<file path="config.mk">
export PLATFORM = sky130hd
export DESIGN_NAME = cfi_top
export DESIGN_NICKNAME = d
export VERILOG_FILES = /design/src/design/cfi_pkg.sv /design/src/design/cfi_top.sv
export VERILOG_INCLUDE_DIRS = /design/src /design/src/design
export SDC_FILE = /design/constraint.sdc
export NUM_CORES = 1
export LEC_CHECK = 0
export BUFFER_PORTS_ARGS = -buffer_cell sky130_fd_sc_hd__buf_2
export CAP_MARGIN = 15
export CELL_PAD_IN_SITES_DETAIL_PLACEMENT = 0
export CELL_PAD_IN_SITES_GLOBAL_PLACEMENT = 1
export CORE_MARGIN = 2
export CORE_UTILIZATION = 35
export CTS_CLUSTER_DIAMETER = 150
export DETAILED_ROUTE_END_ITERATION = 6
export GPL_ROUTABILITY_DRIVEN = 0
export PLACE_DENSITY_LB_ADDON = 0.15
export REMOVE_ABC_BUFFERS = 1
export SETUP_SLACK_MARGIN = 0.02
export SLEW_MARGIN = 0
export SYNTH_ARGS = -nofsm -noshare
export SYNTH_HDL_FRONTEND = slang
export SYNTH_SLANG_ARGS = --single-unit
</file>
<file path="constraint.sdc">
create_clock -name mclk_in -period 1.9 [get_ports mclk_in]
set_input_delay 0.38 -clock mclk_in [delete_from_list [all_inputs] [get_ports mclk_in]]
set_output_delay 0.38 -clock mclk_in [all_outputs]
set_load 0.03 [all_outputs]
</file>
<file path="src/design/cfi_cfg.svh">
// Offsets, field positions and reset values for the CAN FIFO 1 and interrupt enable block.
// Assumes a byte-addressed AXI4-Lite slave with 8 address bits.
`ifndef CFI_CFG_SVH
`define CFI_CFG_SVH

`define CFI_OFF_RF1 8'h10
`define CFI_OFF_INTEN 8'h14
`define CFI_OFF_FLAG 8'h18
`define CFI_OFF_IST 8'h20
`define CFI_OFF_ICLR 8'h24
`define CFI_OFF_IEN 8'h28

`define CFI_RF1_RLS 5
`define CFI_RF1_OVF 4
`define CFI_RF1_FULL 3

`define CFI_IE_EDZ 17
`define CFI_IE_QDZ 16
`define CFI_IE_EO 15
`define CFI_IE_ETR 11
`define CFI_IE_BO 10
`define CFI_IE_EP 9
`define CFI_IE_OVF1 6
`define CFI_IE_FULL1 5
`define CFI_INTEN_MASK 32'h00038E60
`define CFI_INTEN_RST 32'h00000000

`define CFI_FL_EO 0
`define CFI_FL_EDZ 1
`define CFI_FL_QDZ 2

`define CFI_CNT_FULL 2'h3
`define CFI_CNT_LAST 2'h2

`define CFI_NEVT 4
`define CFI_RESP_OKAY 2'h0
`define CFI_RESP_SLVERR 2'h2

`endif

</file>
<file path="src/design/cfi_pkg.sv">
// Types shared by the CAN FIFO 1 and interrupt enable block.
// Assumes the cfg header supplies all numeric constants.
package cfi_pkg;

  typedef struct packed {
    logic msg_accept;
    logic doze_entry;
    logic doze_exit;
    logic error_type_wr;
    logic [2:0] error_type_code;
    logic bus_off_flag;
    logic error_passive_flag;
  } cfi_hw_evt_s;

  typedef struct packed {
    logic doze_entry;
    logic doze_exit;
    logic error;
    logic fifo1_overflow;
    logic fifo1_full;
  } cfi_irq_s;

endpackage

</file>
<file path="src/design/cfi_top.sv">
// FIFO 1 status/control, interrupt enables and event interrupt logic of a CAN controller.
// Assumes receive engine, filters and protocol engine share mclk_in and drive hw_evt_in.
//
// Notes on behaviour
// - Writing one to release drops oldest message; hardware clears the bit afterwards.
// - Release request while FIFO 1 is empty is ignored entirely.
// - Overflow flag sets on accepted message while full; cleared by writing one.
// - Full flag sets when three messages pending; cleared by writing one.
// - Read-only two-bit pending count rises per accepted message while not full.
// - Pending count falls by one for each performed release.
// - Doze-entry interrupt only while its enable and flag are set; enable resets zero.
// - Doze-exit interrupt only while its enable and flag are both set.
// - Error interrupt only while error enable and error summary flag are set.
// - Nonzero error type code sets error summary only when its enable is set.
// - Bus-off raising sets error summary only when bus-off enable is set.
// - Error-passive raising sets error summary only when its enable is set.
// - Overflow and full interrupts each follow their flag under their own enable.
//
// The implementer's own choices: the register offsets and the AXI4-Lite register port.
`timescale 1ns/1ps
`include "cfi_cfg.svh"

module cfi_top
  import cfi_pkg::*;
(
  // Clock and reset
  input wire logic mclk_in,
  input wire logic srst_in,
  // AXI4-Lite write
  input wire logic [7:0] s_axi_awaddr_in,
  input wire logic s_axi_awvalid_in,
  output logic s_axi_awready_out,
  input wire logic [31:0] s_axi_wdata_in,
  input wire logic [3:0] s_axi_wstrb_in,
  input wire logic s_axi_wvalid_in,
  output logic s_axi_wready_out,
  output logic [1:0] s_axi_bresp_out,
  output logic s_axi_bvalid_out,
  input wire logic s_axi_bready_in,
  // AXI4-Lite read
  input wire logic [7:0] s_axi_araddr_in,
  input wire logic s_axi_arvalid_in,
  output logic s_axi_arready_out,
  output logic [31:0] s_axi_rdata_out,
  output logic [1:0] s_axi_rresp_out,
  output logic s_axi_rvalid_out,
  input wire logic s_axi_rready_in,
  // Receive engine side
  input wire cfi_hw_evt_s hw_evt_in,
  output logic fifo1_release_out,
  // Interrupts
  output cfi_irq_s irq_src_out,
  output logic irq_out
);

  logic aw_held, w_held, wr_do, wr_rf1, wr_inten, wr_flag, wr_iclr, wr_ien, wr_hit;
  logic [7:0] aw_addr;
  logic [31:0] w_data, wm, w1;
  logic [3:0] w_strb;
  logic fifo1_release_req, fifo1_overflow_flag, fifo1_full_flag;
  logic cnt_inc, rel_set, ovf_set, full_set;
  logic [1:0] fifo1_pending_count, next_count;
  logic [31:0] interrupt_enable;
  logic error_summary_flag, doze_entry_flag, doze_exit_flag;
  logic [2:0] error_type_code;
  logic bus_off_q, err_pas_q, eo_set;
  logic [`CFI_NEVT-1:0] evt, irq_status, irq_en;
  logic [31:0] rd_mux;
  logic rd_hit, ar_fire;

  // Write channel: address and data taken in either order, answer once both held
  assign s_axi_awready_out = !aw_held && !s_axi_bvalid_out;
  assign s_axi_wready_out = !w_held && !s_axi_bvalid_out;
  assign wr_do = aw_held && w_held && !s_axi_bvalid_out;

  always_ff @(posedge mclk_in)
  begin
    if (srst_in)
    begin
      aw_held <= 1'b0;
      aw_addr <= 8'h00;
    end
    else if (s_axi_awvalid_in && s_axi_awready_out)
    begin
      aw_held <= 1'b1;
      aw_addr <= s_axi_awaddr_in;
    end
    else if (wr_do)
    begin
      aw_held <= 1'b0;
    end
  end

  always_ff @(posedge mclk_in)
  begin
    if (srst_in)
    begin
      w_held <= 1'b0;
      w_data <= 32'h00000000;
      w_strb <= 4'h0;
    end
    else if (s_axi_wvalid_in && s_axi_wready_out)
    begin
      w_held <= 1'b1;
      w_data <= s_axi_wdata_in;
      w_strb <= s_axi_wstrb_in;
    end
    else if (wr_do)
    begin
      w_held <= 1'b0;
    end
  end

  assign wm = {{8{w_strb[3]}}, {8{w_strb[2]}}, {8{w_strb[1]}}, {8{w_strb[0]}}};
  assign w1 = w_data & wm;
  assign wr_rf1 = wr_do && ({aw_addr[7:2], 2'b00} == `CFI_OFF_RF1);
  assign wr_inten = wr_do && ({aw_addr[7:2], 2'b00} == `CFI_OFF_INTEN);
  assign wr_flag = wr_do && ({aw_addr[7:2], 2'b00} == `CFI_OFF_FLAG);
  assign wr_iclr = wr_do && ({aw_addr[7:2], 2'b00} == `CFI_OFF_ICLR);
  assign wr_ien = wr_do && ({aw_addr[7:2], 2'b00} == `CFI_OFF_IEN);
  assign wr_hit = wr_rf1 || wr_inten || wr_flag || wr_iclr || wr_ien
    || (wr_do && ({aw_addr[7:2], 2'b00} == `CFI_OFF_IST));

  always_ff @(posedge mclk_in)
  begin
    if (srst_in)
    begin
      s_axi_bvalid_out <= 1'b0;
      s_axi_bresp_out <= `CFI_RESP_OKAY;
    end
    else if (wr_do)
    begin
      s_axi_bvalid_out <= 1'b1;
      s_axi_bresp_out <= wr_hit ? `CFI_RESP_OKAY : `CFI_RESP_SLVERR;
    end
    else if (s_axi_bready_in)
    begin
      s_axi_bvalid_out <= 1'b0;
    end
  end

  // Release: request held one cycle, then performed; the pulse is the drop strobe
  assign rel_set = wr_rf1 && w1[`CFI_RF1_RLS] && (fifo1_pending_count != 2'h0);
  assign fifo1_release_out = fifo1_release_req;

  always_ff @(posedge mclk_in)
  begin
    if (srst_in)
      fifo1_release_req <= 1'b0;
    else if (fifo1_release_req)
      fifo1_release_req <= 1'b0;
    else
      fifo1_release_req <= rel_set;
  end

  // Pending count; an accept seen while full is counted as overflow instead
  assign cnt_inc = hw_evt_in.msg_accept && (fifo1_pending_count != `CFI_CNT_FULL);
  assign next_count = 2'(fifo1_pending_count + {1'b0, cnt_inc} - {1'b0, fifo1_release_req});
  assign ovf_set = hw_evt_in.msg_accept && (fifo1_pending_count == `CFI_CNT_FULL);
  assign full_set = (next_count == `CFI_CNT_FULL) && (fifo1_pending_count == `CFI_CNT_LAST);

  always_ff @(posedge mclk_in)
  begin
    if (srst_in)
      fifo1_pending_count <= 2'h0;
    else
      fifo1_pending_count <= next_count;
  end

  // Set wins over a same-cycle clear so no event is lost
  always_ff @(posedge mclk_in)
  begin
    if (srst_in)
      fifo1_overflow_flag <= 1'b0;
    else if (ovf_set)
      fifo1_overflow_flag <= 1'b1;
    else if (wr_rf1 && w1[`CFI_RF1_OVF])
      fifo1_overflow_flag <= 1'b0;
  end

  always_ff @(posedge mclk_in)
  begin
    if (srst_in)
      fifo1_full_flag <= 1'b0;
    else if (full_set)
      fifo1_full_flag <= 1'b1;
    else if (wr_rf1 && w1[`CFI_RF1_FULL])
      fifo1_full_flag <= 1'b0;
  end

  // Interrupt enables; unimplemented bits stay zero
  always_ff @(posedge mclk_in)
  begin
    if (srst_in)
      interrupt_enable <= `CFI_INTEN_RST;
    else if (wr_inten)
      interrupt_enable <= (interrupt_enable & ~wm) | (w1 & `CFI_INTEN_MASK);
  end

  // Error summary sources; bus-off and passive act on their rising edge only
  assign eo_set =
    (hw_evt_in.error_type_wr && (hw_evt_in.error_type_code != 3'h0)
      && interrupt_enable[`CFI_IE_ETR])
    || (hw_evt_in.bus_off_flag && !bus_off_q && interrupt_enable[`CFI_IE_BO])
    || (hw_evt_in.error_passive_flag && !err_pas_q && interrupt_enable[`CFI_IE_EP]);

  always_ff @(posedge mclk_in)
  begin
    if (srst_in)
    begin
      bus_off_q <= 1'b0;
      err_pas_q <= 1'b0;
    end
    else
    begin
      bus_off_q <= hw_evt_in.bus_off_flag;
      err_pas_q <= hw_evt_in.error_passive_flag;
    end
  end

  always_ff @(posedge mclk_in)
  begin
    if (srst_in)
      error_type_code <= 3'h0;
    else if (hw_evt_in.error_type_wr)
      error_type_code <= hw_evt_in.error_type_code;
  end

  always_ff @(posedge mclk_in)
  begin
    if (srst_in)
      error_summary_flag <= 1'b0;
    else if (eo_set)
      error_summary_flag <= 1'b1;
    else if (wr_flag && w1[`CFI_FL_EO])
      error_summary_flag <= 1'b0;
  end

  always_ff @(posedge mclk_in)
  begin
    if (srst_in)
      doze_entry_flag <= 1'b0;
    else if (hw_evt_in.doze_entry)
      doze_entry_flag <= 1'b1;
    else if (wr_flag && w1[`CFI_FL_EDZ])
      doze_entry_flag <= 1'b0;
  end

  always_ff @(posedge mclk_in)
  begin
    if (srst_in)
      doze_exit_flag <= 1'b0;
    else if (hw_evt_in.doze_exit)
      doze_exit_flag <= 1'b1;
    else if (wr_flag && w1[`CFI_FL_QDZ])
      doze_exit_flag <= 1'b0;
  end

  // Per-source lines are plain ANDs of two flops, so they follow the flag with no lag
  assign irq_src_out.doze_entry = interrupt_enable[`CFI_IE_EDZ] && doze_entry_flag;
  assign irq_src_out.doze_exit = interrupt_enable[`CFI_IE_QDZ] && doze_exit_flag;
  assign irq_src_out.error = interrupt_enable[`CFI_IE_EO] && error_summary_flag;
  assign irq_src_out.fifo1_overflow = interrupt_enable[`CFI_IE_OVF1] && fifo1_overflow_flag;
  assign irq_src_out.fifo1_full = interrupt_enable[`CFI_IE_FULL1] && fifo1_full_flag;

  // Sticky event status, write-one clear, enable; set wins over clear
  assign evt = {full_set, ovf_set, fifo1_release_req, cnt_inc};
  generate
    for (genvar gi = 0; gi < `CFI_NEVT; gi = gi + 1)
    begin : g_ist
      always_ff @(posedge mclk_in)
      begin
        if (srst_in)
          irq_status[gi] <= 1'b0;
        else if (evt[gi])
          irq_status[gi] <= 1'b1;
        else if (wr_iclr && w1[gi])
          irq_status[gi] <= 1'b0;
      end
    end
  endgenerate

  always_ff @(posedge mclk_in)
  begin
    if (srst_in)
      irq_en <= '0;
    else if (wr_ien && w_strb[0])
      irq_en <= w_data[`CFI_NEVT-1:0];
  end

  assign irq_out = |(irq_status & irq_en);

  // Read channel: one read at a time, data one cycle after the address is taken
  assign s_axi_arready_out = !s_axi_rvalid_out;
  assign ar_fire = s_axi_arvalid_in && s_axi_arready_out;

  always_comb
  begin
    rd_mux = 32'h00000000;
    rd_hit = 1'b1;
    case ({s_axi_araddr_in[7:2], 2'b00})
      `CFI_OFF_RF1:
        rd_mux = {26'h0, fifo1_release_req, fifo1_overflow_flag, fifo1_full_flag,
          1'b0, fifo1_pending_count};
      `CFI_OFF_INTEN:
        rd_mux = interrupt_enable;
      `CFI_OFF_FLAG:
        rd_mux = {25'h0, error_type_code, 1'b0, doze_exit_flag, doze_entry_flag, error_summary_flag};
      `CFI_OFF_IST:
        rd_mux = {28'h0, irq_status};
      `CFI_OFF_ICLR:
        rd_mux = 32'h00000000;
      `CFI_OFF_IEN:
        rd_mux = {28'h0, irq_en};
      default:
        rd_hit = 1'b0;
    endcase
  end

  always_ff @(posedge mclk_in)
  begin
    if (srst_in)
    begin
      s_axi_rvalid_out <= 1'b0;
      s_axi_rdata_out <= 32'h00000000;
      s_axi_rresp_out <= `CFI_RESP_OKAY;
    end
    else if (ar_fire)
    begin
      s_axi_rvalid_out <= 1'b1;
      s_axi_rdata_out <= rd_mux;
      s_axi_rresp_out <= rd_hit ? `CFI_RESP_OKAY : `CFI_RESP_SLVERR;
    end
    else if (s_axi_rready_in)
    begin
      s_axi_rvalid_out <= 1'b0;
    end
  end

endmodule // cfi_top

</file>
==> run metrics, run 1 <==
outcome complete, no violations; DR iter-0 viols 228; RSZ-0062 raised after global routing no; setup slack at placement 0.0579 ns; vias in the first global route 3481; global-route wire length before repair 17.2 mm; TritonRoute pass-1 iters 4; CP Data Required Time 2.21 ns; max cap viols 0; Total Nets Final 630; Seq cells post-synth 114; initial antenna violation count 0; FFs w/ async S/R, synth 0%; Num CTS Buffers 17; library cells used by synthesis 47; Rows 40; die width 115 um; Synth area leader dfxtp_1; TritonCTS Sinks 114; core area 12100 um2; Final min period 1.68 ns; Clock Path Buffers 2; DR WL/cell 14.4 um; Final setup violation count 0; io pins 116; Hold/Removal Path Class in -> reg; DRC errors left 0; Yosys warnings 0; r2r worst-path depth 8; Top FF cell, synth dfxtp_1; Die Ht 115 um; Pins Over Slew Limit 0; Die ar. 13300 um2; Worst Hold Depth 3; Filler Cell Count 1190; critical path capture point type register; crit path max fanout 3; final period utilization 88.6%; IO Port Bufs 90; H-tree depth 4; Post-CTS Hold Buffers 0; GRT overflow 0; fmax 594 MHz; DR vias 3538; Hold Violations, Final 0; sequential area share after synthesis 52.7%; clk slew on worst S/H paths 0.06 ns; CP startpoint kind register; CP Class reg -> reg; vias per cell 4.78; total track usage 17.0%; clk_skew 0.00619 ns; TNS Setup 0 ns; Critical Path AT 2.00 ns; hpwl dp 7.71 mm; post-synth top area share 52.7%; layout cells sized above 1 25.9%; Inserted Diodes 0; Routed Antenna Nets 0; Max VDD drop 0.484 mV; Area growth syn-to-layout 30.6%; Post-Syn Area 4330 um2; largest cells by area after synthesis dfxtp_1, mux2i_1, nor2_1; final setup margin 0.216 ns; worst skew pair latency 0.40 ns; Power Density 1100 nW/um2; routed wire length 10.6 mm; Synth Area per Inst 9.49 um2; CTS tree done; pin count of the biggest net entering global routing 31; Pleak 2.41 nW; Mapped Cells 456; CTS root buf clkbuf_16; EDFF count, synth 0; Initial Utilization 35.9%
cell usage in the layout (no fill, tap or decap), types with 9 or more instances in the layout:
cell type	n
dfxtp_1	114
buf_2	90
nor2_1	59
nand2_1	50
a21oi_1	29
a22oi_1	28
and2_1	28
mux2i_1	27
buf_4	18
clkbuf_16	17
nor2b_1	11
inv_1	9
worst paths after layout:
kind / slack, ns / start / endpoint
worst max register to register: 0.22 / fifo1_pending_count[0] / irq_status[3]
worst max-delay path: 0.22 / fifo1_pending_count[0] / irq_status[3]
worst min-delay path: 0.21 / s_axi_wdata_in[10] / w_data[10]
worst min register to register: 0.45 / s_axi_rdata_out[5] / s_axi_rdata_out[5]
stage by stage:
stage | instance area, um2 | instances | utilization [%] | hold WS [ns] | total power, W
after floorplan | 4210 | 432 | - | 0.424 | 0.00276
after global placement | 5020 | 709 | 41.6 | 0.442 | 0.00296
after detailed placement | 5020 | 709 | 41.6 | 0.445 | 0.00297
after CTS | 5650 | 740 | 46.8 | 0.191 | 0.00632
after global routing | 5650 | 740 | 46.9 | 0.203 | 0.00647
final | 5650 | 740 | 46.9 | 0.211 | 0.00624
flip-flops by register name, indices dropped and copies added (netlist names), 2 cells and up, named ones only:
name,flops
aw_addr,6
error_type_code,3
w_data,13
irq_en,4
fifo1_pending_count,2
irq_status,4
w_strb,4
interrupt_enable,24
s_axi_rdata_out,32
logic make-up (layout without fill, tap and decap cells):
logic type / after synthesis / in the layout / synth area share, %
AND/OR/NAND/NOR: 185 / 185 / 22.1
other: 1 / 2 / 0.0866
adder cells (fa/ha/maj): 2 / 2 / 0.578
AO/OA/AOI/OAI: 90 / 90 / 13.9
flip-flops: 114 / 114 / 52.7
XOR/XNOR: 2 / 2 / 0.405
buffers and inverters: 34 / 149 / 3.70
multiplexers: 28 / 28 / 6.50
what timing repair did:
item	CTS	global route
endpoints found under the setup margin	0	1
gates resized for setup	0	2
buffers inserted	0	0
final cells by class:
cell class	instances	area [um2]	area share, %
timing repair buffer	109	606	10.7
multi-input combinational	309	1900	33.6
tap	168	210	3.72
clock inverter	13	185	3.28
sequential	114	2280	40.4
inverter	9	33.8	0.598
clock buffer	18	439	7.77
report_power, final:
| group | switching (W) | total [W] | leakage (nW) | internal, W |
|---|---|---|---|---|
| clock network | 0.00110 | 0.00332 | 0.290 | 0.00222 |
| registers | 0.0000534 | 0.00251 | 0.926 | 0.00246 |
| logic | 0.000244 | 0.000406 | 1.20 | 0.000162 |
| total | 0.00140 | 0.00624 | 2.41 | 0.00484 |
routing by layer:
| metal | up-vias | part of all wire (%) | global-route usage [%] | wire [um] |
|---|---|---|---|---|
| met3 | 11 | 3.3 | 4.16 | 350 |
| li1 | 1786 | - | - | - |
| met2 | 69 | 47 | 27.2 | 5000 |
| met5 | - | 0 | 0 | 0 |
| met4 | 0 | 1.3 | 7.23 | 136 |
| met1 | 1672 | 48 | 21.8 | 5160 |
cells in the mapped netlist, drive strengths merged, types with 4 or more instances:
master   instances
dfxtp          114
buf              9
o2bb2ai          4
mux2i           27
inv              9
nor2            59
and2            28
a22oi           28
nand3b           4
a31oi            4
o21ai            6
nand2b           6
nand4            4
a21oi           29
clkbuf          16
nor3b            6
a311oi           5
nand2           50
nor2b           11
critical path, cell delays in order (launching register included):
cell      delay (ns)
dfxtp_1         0.32
inv_1           0.06
ha_1            0.27
inv_1           0.04
ha_1            0.19
xnor2_2         0.17
nand4_1         0.17
nor2b_1         0.17
a311oi_1        0.22
No activity file was read; power rests on OpenSTA's default activity.
==> run 2, diff against run 1 <==
--- a/config.mk
+++ b/config.mk
@@ -15,7 +15,8 @@
 export CTS_CLUSTER_DIAMETER = 150
 export DETAILED_ROUTE_END_ITERATION = 6
 export GPL_ROUTABILITY_DRIVEN = 0
-export PLACE_DENSITY_LB_ADDON = 0.15
+export PLACE_DENSITY = 0.76
+export RECOVER_POWER = 25
 export REMOVE_ABC_BUFFERS = 1
 export SETUP_SLACK_MARGIN = 0.02
 export SLEW_MARGIN = 0
==> run 2 against run 1 <==
  * Routed wire length up 1.3%
  * Highest routed layer unchanged
  * Critical path type unchanged
  * Hold slack worse by 0.0061 ns
  * Combinational power decreased by 2%
==> run metrics, run 2 (synthesized netlist as in run 1, its figures left out) <==
Die ar. 13300 um2; CP startpoint kind register; Critical Path AT 2.07 ns; Power Density 1060 nW/um2; TritonRoute pass-1 iters 4; Cell Area, Placed 5010 um2; CP Class reg -> reg; routed wire length 10.8 mm; global-route wire length before repair 17.2 mm; r2r startpoint fifo1_pending_count[0]; most frequent cells in the layout dfxtp_1, buf_2, nor2_1; DRC errors left 0; Comb power frac 6.8%; power share of the clock group 50.2%; Crit path buffers/inverters 2; CTS root buf clkbuf_16; RSZ-0062 raised after global routing no; die width 115 um; initial antenna violation count 0; Filler Cell Count 1153; Inserted Diodes 0; GRT overflow 0; final setup margin 0.127 ns; setup slack at placement 0.0929 ns; worst reg2reg setup slack 0.13 ns; Power, Total 0.00585 W; Worst path depth 8; Setup Buffers After CTS 0; io pins 116; Total Nets Final 629; IO Port Bufs 90; worst skew pair latency 0.41 ns; TritonCTS Sinks 114; Worst R2R End irq_status[3]; Hold/Removal Path Class in -> reg; biggest regs s_axi_rdata_out x32, interrupt_enable x24, w_data x13; relative slew slack 12.3%; layout cells sized above 1 21.7%; Pleak 2.29 nW; Die Ht 115 um; Area growth syn-to-layout 27.8%; Hold Path Origin s_axi_wdata_in[16]; worst slew pin tran 1.32 ns; r2r worst-path depth 8; cts repair resizes 0; DR WL/cell 14.6 um; critical path capture point type register; CTS tree done; max reg flops 32; Pins Over Slew Limit 0; outcome complete, no violations; FF+latch area 2280 um2; core area 12100 um2; max cap viols 0; DR vias 3566; Endpoint, Worst Hold w_data[16]; P_int 0.00449 W; fin area 5530 um2; DR iter-0 viols 214; Biggest register s_axi_rdata_out; Routed Antenna Nets 0; sequential share of power 43.0%; Clock Path Buffers 2; clk slew on worst S/H paths 0.05 ns; Final setup violation count 0; Initial Utilization 35.9%; Hold Slack 0.205 ns; area occupied by multi-input gates 1890 um2; Psw 0.00135 W; Final min period 1.77 ns; crit path max fanout 3; CP top delay family adder cells; Rows 40; CP max stage delay 0.32 ns; vias per cell 4.83; crit-path cells inv_1, ha_1, inv_1, ha_1, xnor2_1, nand4_1, nor2b_1, a311oi_1; CP Data Required Time 2.20 ns; final period utilization 93.3%; commonest non-fill, non-tap cell in the layout dfxtp_1; post-layout util 45.9%; H-tree depth 4; Worst Hold Depth 3; sw frac 23.1%; fmax 564 MHz; vias in the first global route 3420; Hold Violations, Final 0; clk_skew 0.00957 ns; total track usage 16.9%; hpwl dp 7.75 mm; pin count of the biggest net entering global routing 31; Max VDD drop 0.521 mV; Critical Path Slowest Stage Cell dfxtp_1; Post-CTS Hold Buffers 0; Num CTS Buffers 17
==> run 2: cell count changes in the layout (fill, tap and decap cells not counted), sizes merged <==
cell / delta
clkbuf: +28
bufinv: -3
inv: -1
buf: -25
==> run 2: worst min-delay path, delay by kind of cell <==
family	cells	cell delay [ns]
buf+inv	1	0.09
compound gates	1	0.05
simple gates	1	0.04
==> run 2: cell type report <==
type,count,share of cell area [%]
clock buffers,22,8.57
clock inverters,9,1.49
repair buffers,108,10.1
multi-input cells,309,34.1
flip-flops and latches,114,41.2
inverters,9,0.611
well taps,168,3.80
==> run 2: per-stage QoR <==
| stage | cells | TNS [ns] |
|---|---|---|
| after floorplan | 432 | -0.00861 |
| after global placement | 708 | 0 |
| after detailed placement | 708 | 0 |
| after CTS | 739 | 0 |
| after global routing | 739 | 0 |
| final | 739 | 0 |
==> run 2: worst max-delay path by stage <==
| stage | startpoint | end | slack [ns] |
|---|---|---|---|
| final | fifo1_pending_count[0] | irq_status[3] | 0.13 |
| after global routing | fifo1_pending_count[0] | irq_status[3] | 0.02 |
| after CTS | fifo1_pending_count[0] | irq_status[3] | 0.13 |
| after detailed placement | hw_evt_in[8] | irq_status[3] | 0.09 |
| after global placement | hw_evt_in[8] | irq_status[3] | 0.16 |
| after floorplan | s_axi_rvalid_out | s_axi_rdata_out[6] | -0.009 |
==> run 2: power groups by stage <==
stage / Clock (W) / Combinational, W / Sequential, W
after global placement: 0 / 0.000397 / 0.00256
after floorplan: 0 / 0.000196 / 0.00256
after global routing: 0.00311 / 0.000443 / 0.00252
final: 0.00293 / 0.000399 / 0.00251
after CTS: 0.00299 / 0.000407 / 0.00251
after detailed placement: 0 / 0.000406 / 0.00256
==> run 2: metal layers <==
metal	vias to the layer above	part of all wire, %	GRT usage (%)
li1	1788	-	-
met1	1673	49	22.2
met2	93	45	26.0
met3	12	4.5	5.06
met4	0	1.3	7.23
met5	-	0	0
==> run 3, diff against run 2 <==
--- a/config.mk
+++ b/config.mk
@@ -10,6 +10,7 @@
 export CAP_MARGIN = 15
 export CELL_PAD_IN_SITES_DETAIL_PLACEMENT = 0
 export CELL_PAD_IN_SITES_GLOBAL_PLACEMENT = 1
+export CORE_ASPECT_RATIO = 1.1
 export CORE_MARGIN = 2
 export CORE_UTILIZATION = 35
 export CTS_CLUSTER_DIAMETER = 150
==> run 3 against run 2 <==
  * Power rose by 7.7%
  * Die area is essentially flat
  * Critical path depth unchanged
  * Highest routed layer unchanged
  * Routed wire length shrank 2.3%
  * Clock power rose by 16%
  * Global-route usage hardly changed
  * Final cell count fell by 1.9%
  * Sequential cell count unchanged
==> run metrics, run 3 (synthesized netlist as in run 1, its figures left out) <==
outcome complete, no violations; biggest regs s_axi_rdata_out x32, interrupt_enable x24, w_data x13; clk slew on worst S/H paths 0.05 ns; Total Nets Final 628; Psw 0.00136 W; Die ar. 13300 um2; Post-CTS Hold Buffers 0; Worst Hold Depth 2; CTS root buf clkbuf_16; r2r worst-path depth 8; routed wire length 10.5 mm; FF+latch area 2280 um2; Routed Antenna Nets 0; core area 12000 um2; worst skew pair latency 0.41 ns; max reg flops 32; layout cells sized above 1 25.2%; crit path max fanout 3; Crit path buffers/inverters 2; vias in the first global route 3470; H-tree depth 4; Pins Over Slew Limit 0; Worst R2R End irq_status[3]; fmax 586 MHz; TritonRoute pass-1 iters 4; critical path capture point type register; cts repair resizes 0; Max VDD drop 0.550 mV; DRC errors left 0; worst slew pin tran 0.665 ns; sequential share of power 39.9%; final period utilization 89.9%; Rows 42; Setup Buffers After CTS 0; final non-filler cell total 725; max cap viols 0; io pins 116; CP startpoint kind register; Worst path depth 8; Hold/Removal Path Class in -> reg; crit-path cells inv_1, ha_1, inv_1, ha_1, xnor2_2, nand4_1, nor2b_1, a311oi_1; Critical Path Slowest Stage Cell dfxtp_1; pin count of the biggest net entering global routing 33; area occupied by multi-input gates 1900 um2; most frequent cells in the layout dfxtp_1, buf_2, nor2_1; Initial Utilization 36.0%; TritonCTS Sinks 114; Power, Total 0.00630 W; Die Ht 121 um; vias per cell 4.92; Final setup violation count 0; worst reg2reg setup slack 0.19 ns; Biggest register s_axi_rdata_out; r2r startpoint fifo1_pending_count[0]; global-route wire length before repair 17.2 mm; Power Density 1120 nW/um2; Hold Violations, Final 0; CP Class reg -> reg; IO Port Bufs 90; RSZ-0062 raised after global routing no; Area growth syn-to-layout 30.1%; CP max stage delay 0.33 ns; CTS tree done; Comb power frac 6.2%; CP Launch Point fifo1_pending_count[0]; GRT overflow 0; P_int 0.00494 W; CP Data Required Time 2.21 ns; DR vias 3564; hpwl dp 7.67 mm; power share of the clock group 53.9%; Inserted Diodes 0; commonest non-fill, non-tap cell in the layout dfxtp_1; Filler Cell Count 1162; sw frac 21.6%; clk_skew 0.00728 ns; Hold Path Origin hw_evt_in[1]; Pleak 2.42 nW; Final min period 1.71 ns; die width 110 um; CP top delay family adder cells; Clock Path Buffers 2; Num CTS Buffers 17; initial antenna violation count 0; placed instance count 693; DR WL/cell 14.5 um; DR iter-0 viols 136; Critical Path AT 2.02 ns; CP endpoint irq_status[3]; total track usage 17.0%; relative slew slack 55.5%
==> run 3: changes by cell type in the layout (fill, tap and decap cells not counted), moves of 2 or more <==
cell / delta
clkbuf_1: -19
buf_2: +17
clkinvlp_4: -4
bufinv_16: +3
buf_4: +2
==> run 3: power groups by stage <==
stage	combinational, W	sequential [W]	clock [W]
after floorplan	0.000196	0.00256	0
after global placement	0.000389	0.00256	0
after detailed placement	0.000394	0.00257	0
after CTS	0.000396	0.00251	0.00345
after global routing	0.000436	0.00252	0.00357
final	0.000392	0.00251	0.00339
==> run 3: area by class of cell <==
cell class | instances | area share (%)
Clock buffer | 23 | 8.67
Clock inverter | 9 | 2.69
Inverter | 9 | 0.600
Multi-Input combinational cell | 309 | 33.7
Sequential cell | 114 | 40.5
Tap cell | 154 | 3.42
Timing Repair Buffer | 107 | 10.4
==> run 3: through the flow <==
stage	worst slack (ns)	area, um2	TNS (ns)	hold slack (ns)	utilization, %
floorplan	-0.00861	4210	-0.00861	0.424	-
global placement	0.177	4990	0	0.439	41.5
detailed placement	0.147	4990	0	0.446	41.5
CTS	0.153	5630	0	0.188	46.8
global route	0.0525	5630	0	0.201	46.8
finish	0.192	5630	0	0.202	46.8
==> run 3: metal layers <==
layer | GRT usage (%) | up-vias | share of wire, %
met5 | 0 | - | 0
met1 | 21.6 | 1670 | 46
met4 | 5.93 | 0 | 1.5
met3 | 5.07 | 16 | 5.1
met2 | 27.1 | 87 | 48
li1 | - | 1791 | -
==> run 3: how the worst min path moves through the flow <==
stage | to | slack, ns
6_report | bus_off_q | 0.20
5_1_grt | w_strb[1] | 0.20
4_1_cts | err_pas_q | 0.19
3_5_place_dp | interrupt_enable[22] | 0.45
3_3_place_gp | interrupt_enable[3] | 0.44
2_1_floorplan | interrupt_enable[3] | 0.42
